<file path="src/rig_pkg.sv">
// shared constants and types for the rigidity adjust link
package rig_pkg;
    localparam logic [7:0]  ADJ_BYTE1      = 8'h3E;   // adjusting_command selector
    localparam logic [7:0]  ADJ_BYTE2      = 8'h00;
    localparam logic [7:0]  SUB_REFERENCE  = 8'h00;
    localparam logic [7:0]  SUB_SETTING    = 8'h01;
    localparam logic [15:0] ADDR_RIGIDITY  = 16'h2003;
    localparam logic [15:0] ADDR_INERTIA   = 16'h2004;
    localparam logic [15:0] RIGIDITY_RESET = 16'h0004;
    localparam logic [15:0] RIGIDITY_MIN   = 16'h0001;
    localparam logic [15:0] RIGIDITY_MAX   = 16'h000A;
    localparam logic [15:0] INERTIA_RESET  = 16'h0000;
    localparam logic [15:0] INERTIA_MAX    = 16'h2710;
    // status word bit positions
    localparam int ST_COMMAND_READY_FLAG  = 0;
    localparam int ST_WARNING = 1;
    localparam int ST_ALARM   = 2;
    // applying a level takes this long at most (ms), counted in cycles
    localparam int  CLK_MHZ      = 100;
    localparam int  APPLY_MAX_MS = 1;
    localparam int  APPLY_CYCLES = APPLY_MAX_MS * 1000 * CLK_MHZ;
    // host avalon register offsets (word aligned byte addresses)
    localparam logic [3:0] REG_CTRL   = 4'h0;  // bit0 start, bit1 write
    localparam logic [3:0] REG_ADDR   = 4'h4;
    localparam logic [3:0] REG_DATA   = 4'h8;
    localparam logic [3:0] REG_RESULT = 4'hC;
    localparam int         IRQ_BITS   = 2;     // bit0 done, bit1 fail
    localparam logic [3:0] REG_IRQ_ST = 4'h0;  // upper page, see addr bit 4
    localparam logic [3:0] REG_IRQ_CL = 4'h4;
    localparam logic [3:0] REG_IRQ_EN = 4'h8;
    // host wait after a rigidity write before reading back
    localparam int HOST_WAIT_MS     = 1000;
    localparam int HOST_WAIT_CYCLES = HOST_WAIT_MS * 1000 * CLK_MHZ;
    // gain table entries per level
    typedef struct packed {
        logic [15:0] pos_gain;
        logic [15:0] spd_gain;
        logic [15:0] spd_int;
        logic [15:0] trq_filt;
    } gains_t;
endpackage

</file>
<file path="src/rig_if.sv">
// command and response frame fields between host and drive
`timescale 1ns/1ns
interface rig_if;
    logic        cmd_valid;
    logic [7:0]  cmd_byte1;
    logic [7:0]  cmd_byte2;
    logic [7:0]  sub_command_code;
    logic [15:0] setting_reference_address;
    logic [15:0] setting_reference_data;
    logic        rsp_valid;
    logic [7:0]  sub_command_answer;
    logic [15:0] rsp_address;
    logic [15:0] rsp_data;
    logic [15:0] status_word;
    modport drive (input cmd_valid, cmd_byte1, cmd_byte2, sub_command_code,
                   setting_reference_address, setting_reference_data,
                   output rsp_valid, sub_command_answer, rsp_address, rsp_data, status_word);
    modport host  (output cmd_valid, cmd_byte1, cmd_byte2, sub_command_code,
                   setting_reference_address, setting_reference_data,
                   input rsp_valid, sub_command_answer, rsp_address, rsp_data, status_word);
endinterface

</file>
<file path="src/rig_drive.sv">
// drive end: adjusting command interpreter holding rigidity and inertia
`timescale 1ns/1ns
module rig_drive
    import rig_pkg::*;
(
    input  wire logic        mclk_i,
    input  wire logic        rst_n_i,
    rig_if.drive             link,
    input  wire logic        autotune_en_i,
    input  wire logic [1:0]  param_sel_i,
    input  wire logic        param_wr_i,
    input  wire logic [15:0] param_data_i,
    output logic [15:0]      position_loop_gain_param_o,
    output logic [15:0]      speed_loop_gain_param_o,
    output logic [15:0]      speed_integral_time_param_o,
    output logic [15:0]      torque_filter_time_param_o,
    output logic [15:0]      inertia_ratio_param_o,
    output logic             applying_o
);
    // ---------------------------------------------------------------
    // level table
    // ---------------------------------------------------------------
    function automatic gains_t table_lookup(input logic [15:0] lvl);
        gains_t g;
        g = '0;
        case (lvl)
            16'h0001: g = '{16'd15,  16'd15,  16'd6000, 16'd250};
            16'h0002: g = '{16'd20,  16'd20,  16'd4500, 16'd200};
            16'h0003: g = '{16'd30,  16'd30,  16'd3000, 16'd130};
            16'h0004: g = '{16'd40,  16'd40,  16'd2000, 16'd100};
            16'h0005: g = '{16'd60,  16'd60,  16'd1500, 16'd70};
            16'h0006: g = '{16'd85,  16'd85,  16'd1000, 16'd50};
            16'h0007: g = '{16'd120, 16'd120, 16'd800,  16'd30};
            16'h0008: g = '{16'd160, 16'd160, 16'd600,  16'd20};
            16'h0009: g = '{16'd200, 16'd200, 16'd500,  16'd15};
            16'h000A: g = '{16'd250, 16'd250, 16'd400,  16'd10};
            default:  g = '{16'd40,  16'd40,  16'd2000, 16'd100};
        endcase
        return g;
    endfunction

    // ---------------------------------------------------------------
    // state
    // ---------------------------------------------------------------
    typedef struct packed {
        logic [15:0] level;
        logic [15:0] inertia;
        gains_t      target;
        logic [3:0]  override;
        logic [23:0] apply_cnt;
        logic        applying;
        logic        rsp_valid;
        logic [7:0]  answer;
        logic [15:0] rsp_addr;
        logic [15:0] rsp_data;
        logic [15:0] status;
    } drive_state_t;

    drive_state_t s_r;
    drive_state_t s_nxt;

    localparam logic [23:0] APPLY_CNT = 24'(APPLY_CYCLES);

    logic is_adj;
    logic [15:0] wdata;
    assign is_adj = link.cmd_valid && link.cmd_byte1 == ADJ_BYTE1
                    && link.cmd_byte2 == ADJ_BYTE2;
    assign wdata  = link.setting_reference_data;

    // next-state logic
    always_comb begin
        gains_t tb;
        tb = table_lookup(s_r.level);
        s_nxt = s_r;
        s_nxt.rsp_valid = 1'b0;
        // apply phase: targets follow the table except overridden ones
        if (s_r.applying) begin
            if (s_r.apply_cnt == 24'h000000) begin
                s_nxt.applying = 1'b0;
                if (!s_r.override[0]) s_nxt.target.pos_gain = tb.pos_gain;
                if (!s_r.override[1]) s_nxt.target.spd_gain = tb.spd_gain;
                if (!s_r.override[2]) s_nxt.target.spd_int  = tb.spd_int;
                if (!s_r.override[3]) s_nxt.target.trq_filt = tb.trq_filt;
            end else begin
                // finishing two cycles after the write keeps us well inside the limit
                s_nxt.apply_cnt = 24'h000000;
            end
        end
        // direct parameter writes replace the table target while tuning
        if (param_wr_i && autotune_en_i) begin
            s_nxt.override[param_sel_i] = 1'b1;
            case (param_sel_i)
                2'd0:    s_nxt.target.pos_gain = param_data_i;
                2'd1:    s_nxt.target.spd_gain = param_data_i;
                2'd2:    s_nxt.target.spd_int  = param_data_i;
                default: s_nxt.target.trq_filt = param_data_i;
            endcase
        end
        if (is_adj) begin
            s_nxt.rsp_valid = 1'b1;
            s_nxt.answer    = link.sub_command_code;
            s_nxt.rsp_addr  = link.setting_reference_address;
            s_nxt.rsp_data  = 16'h0000;
            s_nxt.status    = 16'h0000;
            s_nxt.status[ST_COMMAND_READY_FLAG] = 1'b1;
            if (link.sub_command_code == SUB_SETTING) begin
                s_nxt.rsp_data = wdata;
                if (link.setting_reference_address == ADDR_RIGIDITY) begin
                    if (wdata >= RIGIDITY_MIN && wdata <= RIGIDITY_MAX) begin
                        s_nxt.level     = wdata;
                        s_nxt.override  = 4'h0;
                        s_nxt.applying  = 1'b1;
                        s_nxt.apply_cnt = APPLY_CNT;
                    end else begin
                        s_nxt.status[ST_WARNING] = 1'b1;
                    end
                end else if (link.setting_reference_address == ADDR_INERTIA) begin
                    if (wdata <= INERTIA_MAX) s_nxt.inertia = wdata;
                    else s_nxt.status[ST_WARNING] = 1'b1;
                end else begin
                    s_nxt.status[ST_WARNING] = 1'b1;
                end
            end else if (link.sub_command_code == SUB_REFERENCE) begin
                if (link.setting_reference_address == ADDR_RIGIDITY)
                    s_nxt.rsp_data = s_r.level;
                else if (link.setting_reference_address == ADDR_INERTIA)
                    s_nxt.rsp_data = s_r.inertia;
                else
                    s_nxt.status[ST_WARNING] = 1'b1;
            end else begin
                s_nxt.status[ST_WARNING] = 1'b1;
            end
        end
    end

    // state register; power-on restarts from stored defaults
    always_ff @(posedge mclk_i or negedge rst_n_i) begin
        if (!rst_n_i) begin
            s_r           <= '0;
            s_r.level     <= RIGIDITY_RESET;
            s_r.inertia   <= INERTIA_RESET;
            s_r.target    <= '{16'd40, 16'd40, 16'd2000, 16'd100};
        end else begin
            s_r <= s_nxt;
        end
    end

    // ---------------------------------------------------------------
    // outputs
    // ---------------------------------------------------------------
    assign link.rsp_valid          = s_r.rsp_valid;
    assign link.sub_command_answer = s_r.answer;
    assign link.rsp_address        = s_r.rsp_addr;
    assign link.rsp_data           = s_r.rsp_data;
    assign link.status_word        = s_r.status;
    assign position_loop_gain_param_o  = s_r.target.pos_gain;
    assign speed_loop_gain_param_o     = s_r.target.spd_gain;
    assign speed_integral_time_param_o = s_r.target.spd_int;
    assign torque_filter_time_param_o  = s_r.target.trq_filt;
    assign inertia_ratio_param_o       = s_r.inertia;
    assign applying_o                  = s_r.applying;
endmodule // rig_drive

</file>
<file path="src/flat_wrapper.sv">
// flat-port wrapper written by rule: the top's interface ports become plain ports
module rig_drive_flat import rig_pkg::*;
  (mclk_i, rst_n_i, autotune_en_i, param_sel_i, param_wr_i, param_data_i, position_loop_gain_param_o, speed_loop_gain_param_o, speed_integral_time_param_o, torque_filter_time_param_o, inertia_ratio_param_o, applying_o, link_cmd_valid, link_cmd_byte1, link_cmd_byte2, link_sub_command_code, link_setting_reference_address, link_setting_reference_data, link_rsp_valid, link_sub_command_answer, link_rsp_address, link_rsp_data, link_status_word);
  rig_if link_i ();
  input  wire logic mclk_i;
  input  wire logic rst_n_i;
  input  wire logic autotune_en_i;
  input  wire logic [1:0] param_sel_i;
  input  wire logic param_wr_i;
  input  wire logic [15:0] param_data_i;
  output logic [15:0] position_loop_gain_param_o;
  output logic [15:0] speed_loop_gain_param_o;
  output logic [15:0] speed_integral_time_param_o;
  output logic [15:0] torque_filter_time_param_o;
  output logic [15:0] inertia_ratio_param_o;
  output logic applying_o;
  input wire logic [$bits(link_i.cmd_valid)-1:0] link_cmd_valid;
  input wire logic [$bits(link_i.cmd_byte1)-1:0] link_cmd_byte1;
  input wire logic [$bits(link_i.cmd_byte2)-1:0] link_cmd_byte2;
  input wire logic [$bits(link_i.sub_command_code)-1:0] link_sub_command_code;
  input wire logic [$bits(link_i.setting_reference_address)-1:0] link_setting_reference_address;
  input wire logic [$bits(link_i.setting_reference_data)-1:0] link_setting_reference_data;
  output wire logic [$bits(link_i.rsp_valid)-1:0] link_rsp_valid;
  output wire logic [$bits(link_i.sub_command_answer)-1:0] link_sub_command_answer;
  output wire logic [$bits(link_i.rsp_address)-1:0] link_rsp_address;
  output wire logic [$bits(link_i.rsp_data)-1:0] link_rsp_data;
  output wire logic [$bits(link_i.status_word)-1:0] link_status_word;
  assign link_i.cmd_valid = link_cmd_valid;
  assign link_i.cmd_byte1 = link_cmd_byte1;
  assign link_i.cmd_byte2 = link_cmd_byte2;
  assign link_i.sub_command_code = link_sub_command_code;
  assign link_i.setting_reference_address = link_setting_reference_address;
  assign link_i.setting_reference_data = link_setting_reference_data;
  assign link_rsp_valid = link_i.rsp_valid;
  assign link_sub_command_answer = link_i.sub_command_answer;
  assign link_rsp_address = link_i.rsp_address;
  assign link_rsp_data = link_i.rsp_data;
  assign link_status_word = link_i.status_word;
  rig_drive u_core (.mclk_i(mclk_i), .rst_n_i(rst_n_i), .link(link_i), .autotune_en_i(autotune_en_i), .param_sel_i(param_sel_i), .param_wr_i(param_wr_i), .param_data_i(param_data_i), .position_loop_gain_param_o(position_loop_gain_param_o), .speed_loop_gain_param_o(speed_loop_gain_param_o), .speed_integral_time_param_o(speed_integral_time_param_o), .torque_filter_time_param_o(torque_filter_time_param_o), .inertia_ratio_param_o(inertia_ratio_param_o), .applying_o(applying_o));
endmodule
</file>
<file path="config.mk">
export PLATFORM = sky130hd
export DESIGN_NAME = rig_drive_flat
export DESIGN_NICKNAME = d
export VERILOG_FILES = /design/src/rig_pkg.sv /design/src/rig_if.sv /design/src/rig_drive.sv /design/src/flat_wrapper.sv
export SDC_FILE = /design/constraint.sdc
export NUM_CORES = 1
export LEC_CHECK = 0
export ABC_AREA = 1
export ABC_CLOCK_PERIOD_IN_PS = 1550
export BUFFER_PORTS_ARGS = -buffer_cell sky130_fd_sc_hd__buf_2
export CORE_ASPECT_RATIO = 1.2
export CORE_MARGIN = 1
export CORE_UTILIZATION = 30
export CTS_CLUSTER_DIAMETER = 100
export DETAILED_ROUTE_END_ITERATION = 10
export MAX_ROUTING_LAYER = met4
export SLEW_MARGIN = 25
export SYNTH_ARGS = -nofsm -noshare
export SYNTH_HDL_FRONTEND = slang
export SYNTH_SLANG_ARGS = --single-unit
</file>
<file path="constraint.sdc">
create_clock -name mclk_i -period 1.55 [get_ports mclk_i]
set_input_delay 0.155 -clock mclk_i [delete_from_list [all_inputs] [get_ports mclk_i]]
set_output_delay 0.155 -clock mclk_i [all_outputs]
set_load 0.01 [all_outputs]
</file>
---- Word-level counts from Yosys, hierarchy flattened ----
Memory sizes are Yosys's and may differ from the RTL's.
Index checks and enable logic that the tools add are counted.
operators by class
  reductions and logical operators ........ 13
  bitwise gates (word level) .............. 2
  multiplexer cells ....................... 33
  equality and inequality tests ........... 6
  magnitude comparators ................... 5
operators with widths
  cell                  number
  $mux 16               12
  $mux 64               3
  $mux 29               3
  $mux 86               1
  $mux 68               1
  $eq 16x14->1 const B  2
  $mux 25               1
  $logic_not 24->1      1
  $mux 24               1
  $ge 16x1->1 const B   1
  $le 16x14->1 const B  1
  $le 16x4->1 const B   1
  $logic_not 8->1       2
  $logic_not 12->1      1
  $mux 1                10
  $eq 8x1->1 const B    1
  $eq 8x6->1 const B    1
  $logic_and 1x1->1     5
  $reduce_and 5->1      1
  $or 4x4->4            1
  $reduce_and 4->1      1
  $lt 2x3->1 const B    1
  $reduce_or 3->1       1
  $demux 1 s2           1
  other kinds (5)       5
storage, ports and cells
  memory bits (read-only) ................. 560
  bits of input ports ..................... 79
  memories ................................ 1
  register bits after elaboration ......... 168
  output and inout port bits .............. 138
memories
  memory            depth  bits a word  rd ports  clocked after Yosys merged registers in  write ports  RTL line         source
  (name not given)  16     35           1         0                                        0            rig_drive.sv:26  case (lvl)

---- Depth between registers and ports, before layout ----
Gate-level depths: netlist of the first run.
  depth in word-level cells ............... 11
  mapped depth ............................ 12
  mapped depth without buffers ............ 11

---- Worst setup path before layout of the first run ----
No wires, ideal clock.
  kind .................................... reg2reg
  start point ............................. reg u_core.s_r[167] (netlist bit)
  end point ............................... reg u_core.s_r (netlist bit u_core.position_loop_gain_param_o[6])
  data arrival time ....................... 1537 ps
  slack ................................... -52 ps
  data required time ...................... 1485 ps
  path buffers ............................ 0
  stages on the path, launching flop included .. 10
  cells stage by stage .................... dfrtp_1 > inv_1 > ha_1 > nand2_1 > nand2_1 > nand3_1 > or2_2 > nand2_1 > nand3_1 > nand2_1
RTL lines
  item                    RTL line          source
  start, declared         rig_drive.sv:59   drive_state_t s_r;
  start signal, assigned  rig_drive.sv:144  s_r <= s_nxt;

==> impl_metrics.tcl, run 1 <==
set metrics [dict create \
    vdd_drop_max_mv 0.5282 \
    p_leak_nw 6.536 \
    synthTopCellsByCount "nand2_1 (340), dfrtp_1 (154), buf_4 (138), inv_1 (125), nand3_1 (116)" \
    synth_cell_types 35 \
    num-nets-final 1481 \
    final_layout_size_suffix_gt1_share_pct 35.27 \
    die_w_um 160.6 \
    drtIter0Drc 448 \
    clock-root-buffer "clkbuf_16" \
    avgRoutedWirePerCell_um 14.25 \
    synth_edf_count 0 \
    rsz0062_at_grt "true" \
    worstMarginPinSlew_ns 0.5541 \
    critical_path_class "register to register" \
    io_buffers 202 \
    m1WireLength_um 10790 \
    fillerInstances 2946 \
    ys_ff_latch 168 \
    vias_per_cell 4.468 \
    violations "setup timing" \
    min_period_over_period_pct 108.2 \
    ys.flop_type "dfrtp_1" \
    route.detailed.drc 0 \
    worst_slack_ns -0.1265 \
    synth_area_leader_cell "dfrtp_1" \
    synth.most_common_cell "nand2_1" \
    fin_crit_ns 1.677 \
    post-synth-top-area-fraction_pct 42.56 \
    synth_warnings 0 \
    cap_violations 0 \
    rows 69 \
    cts_tree "yes" \
    hp-class "input pin to register" \
    finalClockSkew_ns 0.01593 \
    clockBufferDepth 2 \
    synthCells 1173 \
    critPathMostFrequentCell "nand2_1" \
    fin_tns_setup_ns -3.495 \
    status "finished, violations left" \
    clock_sinks 168 \
    finalWirelength_um 25640 \
    slew_violations 0 \
    synth.area.top_cells "dfrtp_1 (43%), nand2_1 (14%), buf_4 (11%), nand3_1 (6.4%), inv_1 (5.2%)" \
    via_count 8043 \
    clk_pin_slew_ns 0.07 \
    met3WireLength_um 858 \
    start_util_pct 30.57 \
    io_pins 217 \
    ant_nets 0 \
    insertion_delay_ns 0.44 \
    cp.arrival_ns 2.05 \
    relSlewSlack_pct 63.06 \
    critPathSlowestCell "dfrtp_1" \
    p_per_area_nw_per_um2 910.5 \
    syn2layout_area_growth_pct 33.42 \
    hold_viol_final 0 \
    dieArea_um2 30880 \
    path_max_fanout 8 \
    first_pass_iters 7 \
    dp_hpwl_um 18560 \
    grt_use_total_pct 17.38 \
    cts_made_buffers 17 \
    async_flop_share_pct 100.0 \
    top_layer "met4" \
    setup_violations 53 \
    grt_start_max_net_pins 50 \
    overflow 0 \
    slowest_delay_ns 0.39 \
    seqCellArea_um2 4223 \
    die_y_um 192.3 \
    required_ns 1.93 \
    antenna_found_initial 1 \
    path_cells "nor2_1 > nand2_1 > nor2_4 > nand3_4 > nor2_4 > buf_12 > nand2_8 > nand2_1 > nand3_1 > nand2_1" \
    gp_congestion 0.8956 \
    grt_pass1_vias 7925 \
    design.core.area_um2 29610 \
    fin_util_pct 40.79 \
    max_freq_ghz 0.5965 \
    ys_seq_area_share_pct 46.63 \
    startpoint_type "register" \
    cp_top_family "simple AND/OR/NAND/NOR gates" \
    grt_pass1_wl_um 40890 \
    end_kind "register" \
    htreeDepth 4 \
    syn_area_per_cell_um2 7.718 \
    multi_input_area_um2 3716 \
    wl_met2_um 13020 \
    syn-cell-area_um2 9054 \
    path_buf_inv 1 \
]
-- cell usage in the layout, fill, tap and decap left out, types with 37 or more instances in the layout --
cell / instances
buf_2: 201
buf_4: 87
dfrtp_1: 153
dlygate4sd3_1: 50
inv_1: 117
nand2_1: 308
nand3_1: 79
nand3_2: 37
nor2_1: 83
o21ai_0: 40
-- timing repair --
action                                  in CTS  in global routing
setup buffers                               10                  8
resized for setup                           83                 92
pin swaps                                   20                 35
endpoints found under the setup margin      48                129
hold buffers                                50                  0
endpoints found under the hold margin       98                  0
gates cloned                                 3                  1
-- worst register-to-register path, stage by stage (launching register included) --
cell,delay [ns]
dfrtp_1,0.39
nor2_1,0.13
nand2_1,0.10
nor2_4,0.15
nand3_4,0.17
nor2_4,0.22
buf_12,0.15
nand2_8,0.09
nand2_1,0.08
nand3_1,0.08
nand2_1,0.08
-- sequential cells by signal (all words and copies together) (netlist names) --
register,flops
u_core.link.sub_command_answer,8
u_core.position_loop_gain_param_o,16
u_core.speed_loop_gain_param_o,16
u_core.link.rsp_data,16
u_core.torque_filter_time_param_o,16
u_core.speed_integral_time_param_o,16
u_core.inertia_ratio_param_o,16
u_core.s_r,44
u_core.link.rsp_valid,1
u_core.applying_o,1
u_core.link.rsp_address,16
u_core.link.status_word,2
-- report_power, final --
group / leakage, nW / total, mW / switching, mW / internal (mW)
clock network: 0.298 / 4.44 / 1.90 / 2.54
logic: 4.11 / 1.60 / 0.887 / 0.716
registers: 2.13 / 4.96 / 0.210 / 4.75
total: 6.54 / 11.0 / 2.99 / 8.01
-- cell families after synthesis --
logic type	count (synthesis)	synth area share, %
other cells	1	0.04142
compound gates	97	5.680
buf+inv	302	18.57
simple gates	599	28.25
flops	168	46.63
fa+ha+maj	6	0.8292
-- stage by stage --
step | cell area (um^2) | cells | setup WS (ns) | hold slack, ns | power [mW]
final | 12080 | 1800 | -0.1265 | 0.02144 | 11.00
after global routing | 12080 | 1800 | -0.2111 | 0.02723 | 11.46
after CTS | 11700 | 1790 | -0.1057 | 0.0007370 | 10.99
after detailed placement | 10220 | 1697 | -0.1765 | 0.1551 | 6.396
after global placement | 10220 | 1697 | -0.1554 | 0.1528 | 6.365
after floorplan | 9104 | 1186 | 0.007673 | -0.1406 | 6.076
-- final cells by class --
type / count / area share, %
Sequential cell: 168 / 34.96
Timing Repair Buffer: 363 / 21.18
Clock buffer: 21 / 3.895
Clock inverter: 11 / 1.119
Multi-Input combinational cell: 718 / 30.76
Tap cell: 390 / 4.040
Antenna cell: 1 / 0.02072
Inverter: 128 / 4.019
-- path summary, 6_finish.rpt --
kind | startpoint | endpoint | slack [ns] | depth (start not counted)
hold / removal | link_sub_command_code[2] | u_core.link.sub_command_answer[2] | 0.02 | 3
max in group asynchronous | rst_n_i | u_core.speed_loop_gain_param_o[3] | 0.68 | 3
hold reg to reg | u_core.link.status_word[0] | u_core.link.status_word[0] | 0.47 | 1
min in group asynchronous | rst_n_i | u_core.s_r[178] | 0.23 | 2
setup reg to reg | u_core.s_r[62] | u_core.position_loop_gain_param_o[3] | -0.13 | 10
setup / recovery | u_core.s_r[62] | u_core.position_loop_gain_param_o[3] | -0.13 | 10
-- metal layers --
layer | global-route usage (%) | vias up
li1 | - | 3959
met1 | 19.63 | 3819
met2 | 29.97 | 211
met3 | 2.729 | 54
met4 | 8.608 | 0
met5 | - | -
Power figures use the tool's default switching activity.
==> run 2: changes to the inputs <==
Settings changed: CORE_UTILIZATION 30 to 40.
==> run 2 against run 1 <==
  * The flow still finishes with violations (setup timing)
  * Highest routed layer unchanged
  * Count of clock-buffer cells in the layout decreased by 3
  * Clock skew decreased by 0.0055 ns
  * Global-route usage increased by 4.8 points
  * Largest power group unchanged
  * Worst hold slack got worse by 0.0048 ns
  * Clock power increased by 3%
  * Register-to-register slack improved by 0.06 ns
  * Largest cell class unchanged
  * Critical path depth unchanged
  * Critical endpoint is now u_core.speed_loop_gain_param_o[2]
  * Via count decreased by 0.67%
  * Sequential share of layout area increased by 0.83 points
  * Core utilization increased by 13 points
==> impl_metrics.tcl, run 2 (synthesized netlist as in run 1, its figures left out) <==
set metrics [dict create \
    p_clk_share_pct 41.5 \
    clockBufferDepth 2 \
    p_leak_nw 6.535 \
    top_register "u_core.s_r" \
    rsz0062_at_grt "true" \
    avgRoutedWirePerCell_um 15.05 \
    end_kind "register" \
    power.share.sequential_pct 44.8 \
    swShare_pct 25.86 \
    cp.arrival_ns 1.93 \
    worst_slack_ns -0.06521 \
    rr_worst_depth 10 \
    cts_tree "yes" \
    final_layout_size_suffix_gt1_share_pct 34.41 \
    clk_pin_slew_ns 0.07 \
    whs_path_depth 3 \
    pre_cts_ws_ns -0.1716 \
    startpoint "u_core.s_r[68]" \
    first_pass_iters 5 \
    critPathSlowestCell "dfrtp_1" \
    critical_path_class "register to register" \
    most-common-layout-cells "nand2_1 (320), buf_2 (201), dfrtp_1 (153)" \
    die_w_um 139.3 \
    combPwrFrac_pct 13.7 \
    via_count 7989 \
    slew_violations 0 \
    min_period_over_period_pct 104.2 \
    io_buffers 202 \
    clock-root-buffer "clkbuf_16" \
    dieArea_um2 23240 \
    rows 59 \
    required_ns 1.87 \
    cap_violations 0 \
    htreeDepth 4 \
    syn2layout_area_growth_pct 30.32 \
    drtIter0Drc 439 \
    design.core.area_um2 21920 \
    fin_util_pct 53.82 \
    cts_made_buffers 17 \
    grt_pass1_wl_um 39790 \
    layout_commonest_cell "nand2_1" \
    hold_viol_final 0 \
    antenna_found_initial 2 \
    grt_pass1_vias 7917 \
    ant_nets 0 \
    path_cells "nor2_2 > nand2_2 > nor2_4 > nand3_4 > buf_6 > nor3_4 > buf_6 > nand2_1 > nand3_1 > nand2_1" \
    grt_use_total_pct 22.16 \
    max_freq_ghz 0.6191 \
    clock_sinks 168 \
    path_buf_inv 2 \
    finalWirelength_um 25140 \
    internal_power_mw 8.184 \
    path_max_fanout 8 \
    p_per_area_nw_per_um2 935.7 \
    vias_per_cell 4.781 \
    status "finished, violations left" \
    die_y_um 166.8 \
    fin_crit_ns 1.615 \
    start_util_pct 41.29 \
    num-nets-final 1467 \
    worstHoldStart "link_setting_reference_data[1]" \
    insertion_delay_ns 0.43 \
    io_pins 217 \
    reg2reg_to "u_core.speed_loop_gain_param_o[2]" \
    violations "setup timing" \
    vdd_drop_max_mv 0.7283 \
    grt_start_max_net_pins 49 \
    r2r_start "u_core.s_r[68]" \
    slowest_delay_ns 0.40 \
    hp-class "input pin to register" \
    largest_reg_flops 44 \
    overflow 0 \
    startpoint_type "register" \
    gp_congestion 0.9124 \
    route.detailed.drc 0 \
    finalClockSkew_ns 0.01043 \
    power.switching_mw 2.855 \
    setup_violations 38 \
    reg2reg_slack_ns -0.07 \
    dp_hpwl_um 18110 \
    hold_end "u_core.link.rsp_data[1]" \
    cp_top_family "simple AND/OR/NAND/NOR gates" \
]
-- run 2: cell types whose count changed in the layout (fill, tap and decap cells not counted), sizes merged --
cell / delta
o21ai: +3
clkinv: +1
inv: -2
bufinv: +2
clkbuf: -1
diode: +1
dlygate4sd3: -14
clkinvlp: +2
nand2: -1
buf: -4
-- run 2: metal layers --
layer  vias to the layer above  global-route usage (%)  share of wire, %
li1                       3938                       -                 -
met1                      3748                   25.18                41
met2                       254                   38.58                51
met3                        49                   3.163               4.4
met4                         0                   9.903               3.6
met5                         -                       -                 0
-- run 2: power by group through the flow --
| stage | sequential (mW) | clock [mW] | combinational (mW) |
|---|---|---|---|
| final | 4.94 | 4.59 | 1.51 |
| after global routing | 4.98 | 4.89 | 1.68 |
| after CTS | 4.93 | 4.68 | 1.43 |
| after detailed placement | 5.01 | 0 | 1.34 |
| after global placement | 5.00 | 0 | 1.32 |
| after floorplan | 4.96 | 0 | 1.12 |
-- run 2: through the flow --
stage               instance area, um^2  TNS, ns  total power, mW  hold WS, ns  std cells
floorplan                          9104        0            6.076      -0.1406       1186
global placement                  10070   -6.880            6.330       0.1312       1581
detailed placement                10070   -9.980            6.355       0.1380       1581
CTS                               11180  -0.5757            11.03    0.0003378       1653
global route                      11800   -6.345            11.54     0.009150       1671
finish                            11800   -1.304            11.04      0.01665       1671
-- run 2: worst max-delay path by stage --
stage,endpoint,slack (ns),cells past startpoint
after floorplan,u_core.position_loop_gain_param_o[6],0.008,9
after global placement,u_core.s_r[82],-0.13,9
after detailed placement,u_core.s_r[172],-0.17,9
after CTS,u_core.speed_loop_gain_param_o[9],-0.04,9
after global routing,u_core.position_loop_gain_param_o[2],-0.17,10
final,u_core.speed_loop_gain_param_o[2],-0.07,10
-- run 2: worst register-to-register path: cells and delay by family (launching register included) --
family	cells	cell delay, ns
and+or+nand+nor	8	0.80
DFF	1	0.40
buffers and inverters	2	0.32
-- run 2: timing repair --
| action | in CTS | in global routing |
|---|---|---|
| pin swaps | 8 | 29 |
| endpoints found under the setup margin | 36 | 126 |
| resized for setup | 23 | 133 |
| gates cloned | 0 | 6 |
| hold buffers | 36 | 0 |
| hold endpoints to repair | 78 | 0 |
| buffers inserted | 4 | 10 |
-- run 2: layout make-up --
class | count | area (um^2)
Fill cell | 2033 | 10130
Sequential cell | 168 | 4223
Tap cell | 274 | 342.8
Antenna cell | 2 | 5.005
Timing Repair Buffer | 347 | 2406
Clock buffer | 18 | 439.2
Inverter | 128 | 495.5
Multi-Input combinational cell | 720 | 3691
Clock inverter | 14 | 196.4
==> run 3: changes to the inputs <==
Settings changed: HOLD_SLACK_MARGIN set to 0.02.
==> run 3 against run 2 <==
  * The flow still finishes with violations (setup timing)
  * Critical endpoint is now u_core.position_loop_gain_param_o[2]
  * Flip-flop and latch count unchanged
  * Non-clock buffer count up 6
  * Total power about the same
  * Combinational power about the same
  * Core utilization up 0.11 points
  * Via count up 0.31%
  * Cell count up 0.24%
  * Design area up 0.20%
  * Sequential power about the same
  * Die area unchanged
  * Sequential share of layout area down 0.061 points
  * Maximum frequency down 0.61%
  * Largest cell class unchanged
==> impl_metrics.tcl, run 3 (synthesized netlist as in run 1, its figures left out) <==
set metrics [dict create \
    first_pass_iters 7 \
    start_util_pct 41.29 \
    io_buffers 202 \
    grt_use_total_pct 22.27 \
    gp_congestion 0.9124 \
    cap_violations 0 \
    design.core.area_um2 21920 \
    m1WireLength_um 10270 \
    hold_viol_final 0 \
    min_period_over_period_pct 104.8 \
    critical_path_class "register to register" \
    setup_violations 38 \
    fin_crit_ns 1.625 \
    top_register "u_core.s_r" \
    startpoint_type "register" \
    htreeDepth 4 \
    overflow 0 \
    swShare_pct 25.84 \
    p_leak_nw 6.560 \
    met3WireLength_um 1023 \
    clock-root-buffer "clkbuf_16" \
    vdd_drop_max_mv 0.7239 \
    route.detailed.drc 0 \
    grt_pass1_vias 7971 \
    internal_power_mw 8.194 \
    status "finished, violations left" \
    avgRoutedWirePerCell_um 14.97 \
    hp-class "input pin to register" \
    vias_per_cell 4.784 \
    worst_slack_ns -0.07509 \
    end_kind "register" \
    largest_reg_flops 44 \
    clock_sinks 168 \
    required_ns 1.86 \
    ant_nets 0 \
    power.share.sequential_pct 44.7 \
    placed_area_um2 10070 \
    timing.hold.ws_ns 0.005647 \
    finalWirelength_um 25070 \
    dp_hpwl_um 18110 \
    dieArea_um2 23240 \
    fillerInstances 2031 \
    max_freq_ghz 0.6154 \
    finalClockSkew_ns 0.01103 \
    p_per_area_nw_per_um2 934.6 \
    via_count 8014 \
    io_pins 217 \
    die_y_um 166.8 \
    insertion_delay_ns 0.42 \
    num-nets-final 1471 \
    cts_tree "yes" \
    layout_commonest_cell "nand2_1" \
    wl_met2_um 12860 \
    syn2layout_area_growth_pct 30.58 \
    power.switching_mw 2.855 \
    path_max_fanout 8 \
    clk_pin_slew_ns 0.07 \
    cts_made_buffers 17 \
    grt_start_max_net_pins 49 \
    stdcell_area_um2 11820 \
    fin_tns_setup_ns -1.465 \
    die_w_um 139.3 \
    cp.arrival_ns 1.94 \
    violations "setup timing" \
    slew_violations 0 \
    antenna_found_initial 2 \
    drtIter0Drc 437 \
    final_layout_size_suffix_gt1_share_pct 34.52 \
    most-common-layout-cells "nand2_1 (319), buf_2 (201), dfrtp_1 (152)" \
    p_clk_share_pct 41.5 \
    combPwrFrac_pct 13.8 \
    clockBufferDepth 2 \
    top_layer "met4" \
    rsz0062_at_grt "true" \
    rows 59 \
    grt_pass1_wl_um 39970 \
]
## run 3: cell types whose count changed in the layout (fill, tap and decap cells not counted), sizes merged
cell,before,now
inv,131,130
dlygate4sd3,36,41
o21ai,81,79
clkinv,4,5
buf,309,310
## run 3: final cells by class
cell class	count	area, um^2	share of cell area, %
sequential	168	4224	35.73
clock buffer	18	439.2	3.715
clock inverter	14	196.4	1.662
multi-input combinational	718	3671	31.05
inverter	128	500.5	4.233
antenna	2	5.005	0.04233
timing repair buffer	353	2444	20.67
tap	274	342.8	2.900
## run 3: through the flow
step	std cells	util, %	setup slack [ns]	power [mW]
4_1_cts	1659	51.25	-0.04163	11.04
2_1_floorplan	1186	-	0.007673	6.076
3_5_place_dp	1581	45.95	-0.1716	6.355
5_1_grt	1675	53.92	-0.1705	11.55
6_report	1675	53.92	-0.07509	11.05
3_3_place_gp	1581	45.95	-0.1348	6.330
## run 3: repair_timing
action                                  4_1_cts  5_1_grt
cloned                                        0        4
endpoints found under the setup margin       36      130
buffers inserted                              4       11
resized for setup                            23      134
hold buffers                                 42        0
pin swaps                                     8       31
hold endpoints to repair                     96        0
## run 3: per-layer routing
layer  vias to the layer above  track usage, %
met5                         -               -
met4                         0           10.10
met3                        51           3.191
met2                       250           38.80
met1                      3777           25.20
li1                       3936               -
## run 3: final timing paths
check | to | cells past startpoint | slack [ns] | startpoint
setup / recovery | u_core.position_loop_gain_param_o[2] | 10 | -0.08 | u_core.s_r[68]
max in group asynchronous | u_core.s_r[76] | 3 | 0.71 | rst_n_i
min in group asynchronous | u_core.link.rsp_data[0] | 2 | 0.25 | rst_n_i
hold / removal | u_core.inertia_ratio_param_o[1] | 3 | 0.006 | link_setting_reference_data[1]
setup reg to reg | u_core.position_loop_gain_param_o[2] | 10 | -0.08 | u_core.s_r[68]
hold reg to reg | u_core.link.status_word[0] | 1 | 0.47 | u_core.link.status_word[0]
## run 3: critical path: stages, from the launching register on
cell     delay (ns)
dfrtp_1        0.40
nor2_2         0.13
nand2_2        0.07
nor2_4         0.14
nand3_4        0.15
buf_6          0.17
nor3_4         0.11
buf_6          0.17
nand2_2        0.07
nand3_2        0.05
nand2_1        0.05
## run 3: power groups by stage
stage / Sequential (mW) / Clock (mW) / Combinational [mW]
CTS: 4.93 / 4.68 / 1.44
global placement: 5.00 / 0 / 1.32
finish: 4.94 / 4.58 / 1.53
floorplan: 4.96 / 0 / 1.12
global route: 4.98 / 4.88 / 1.69
detailed placement: 5.01 / 0 / 1.34
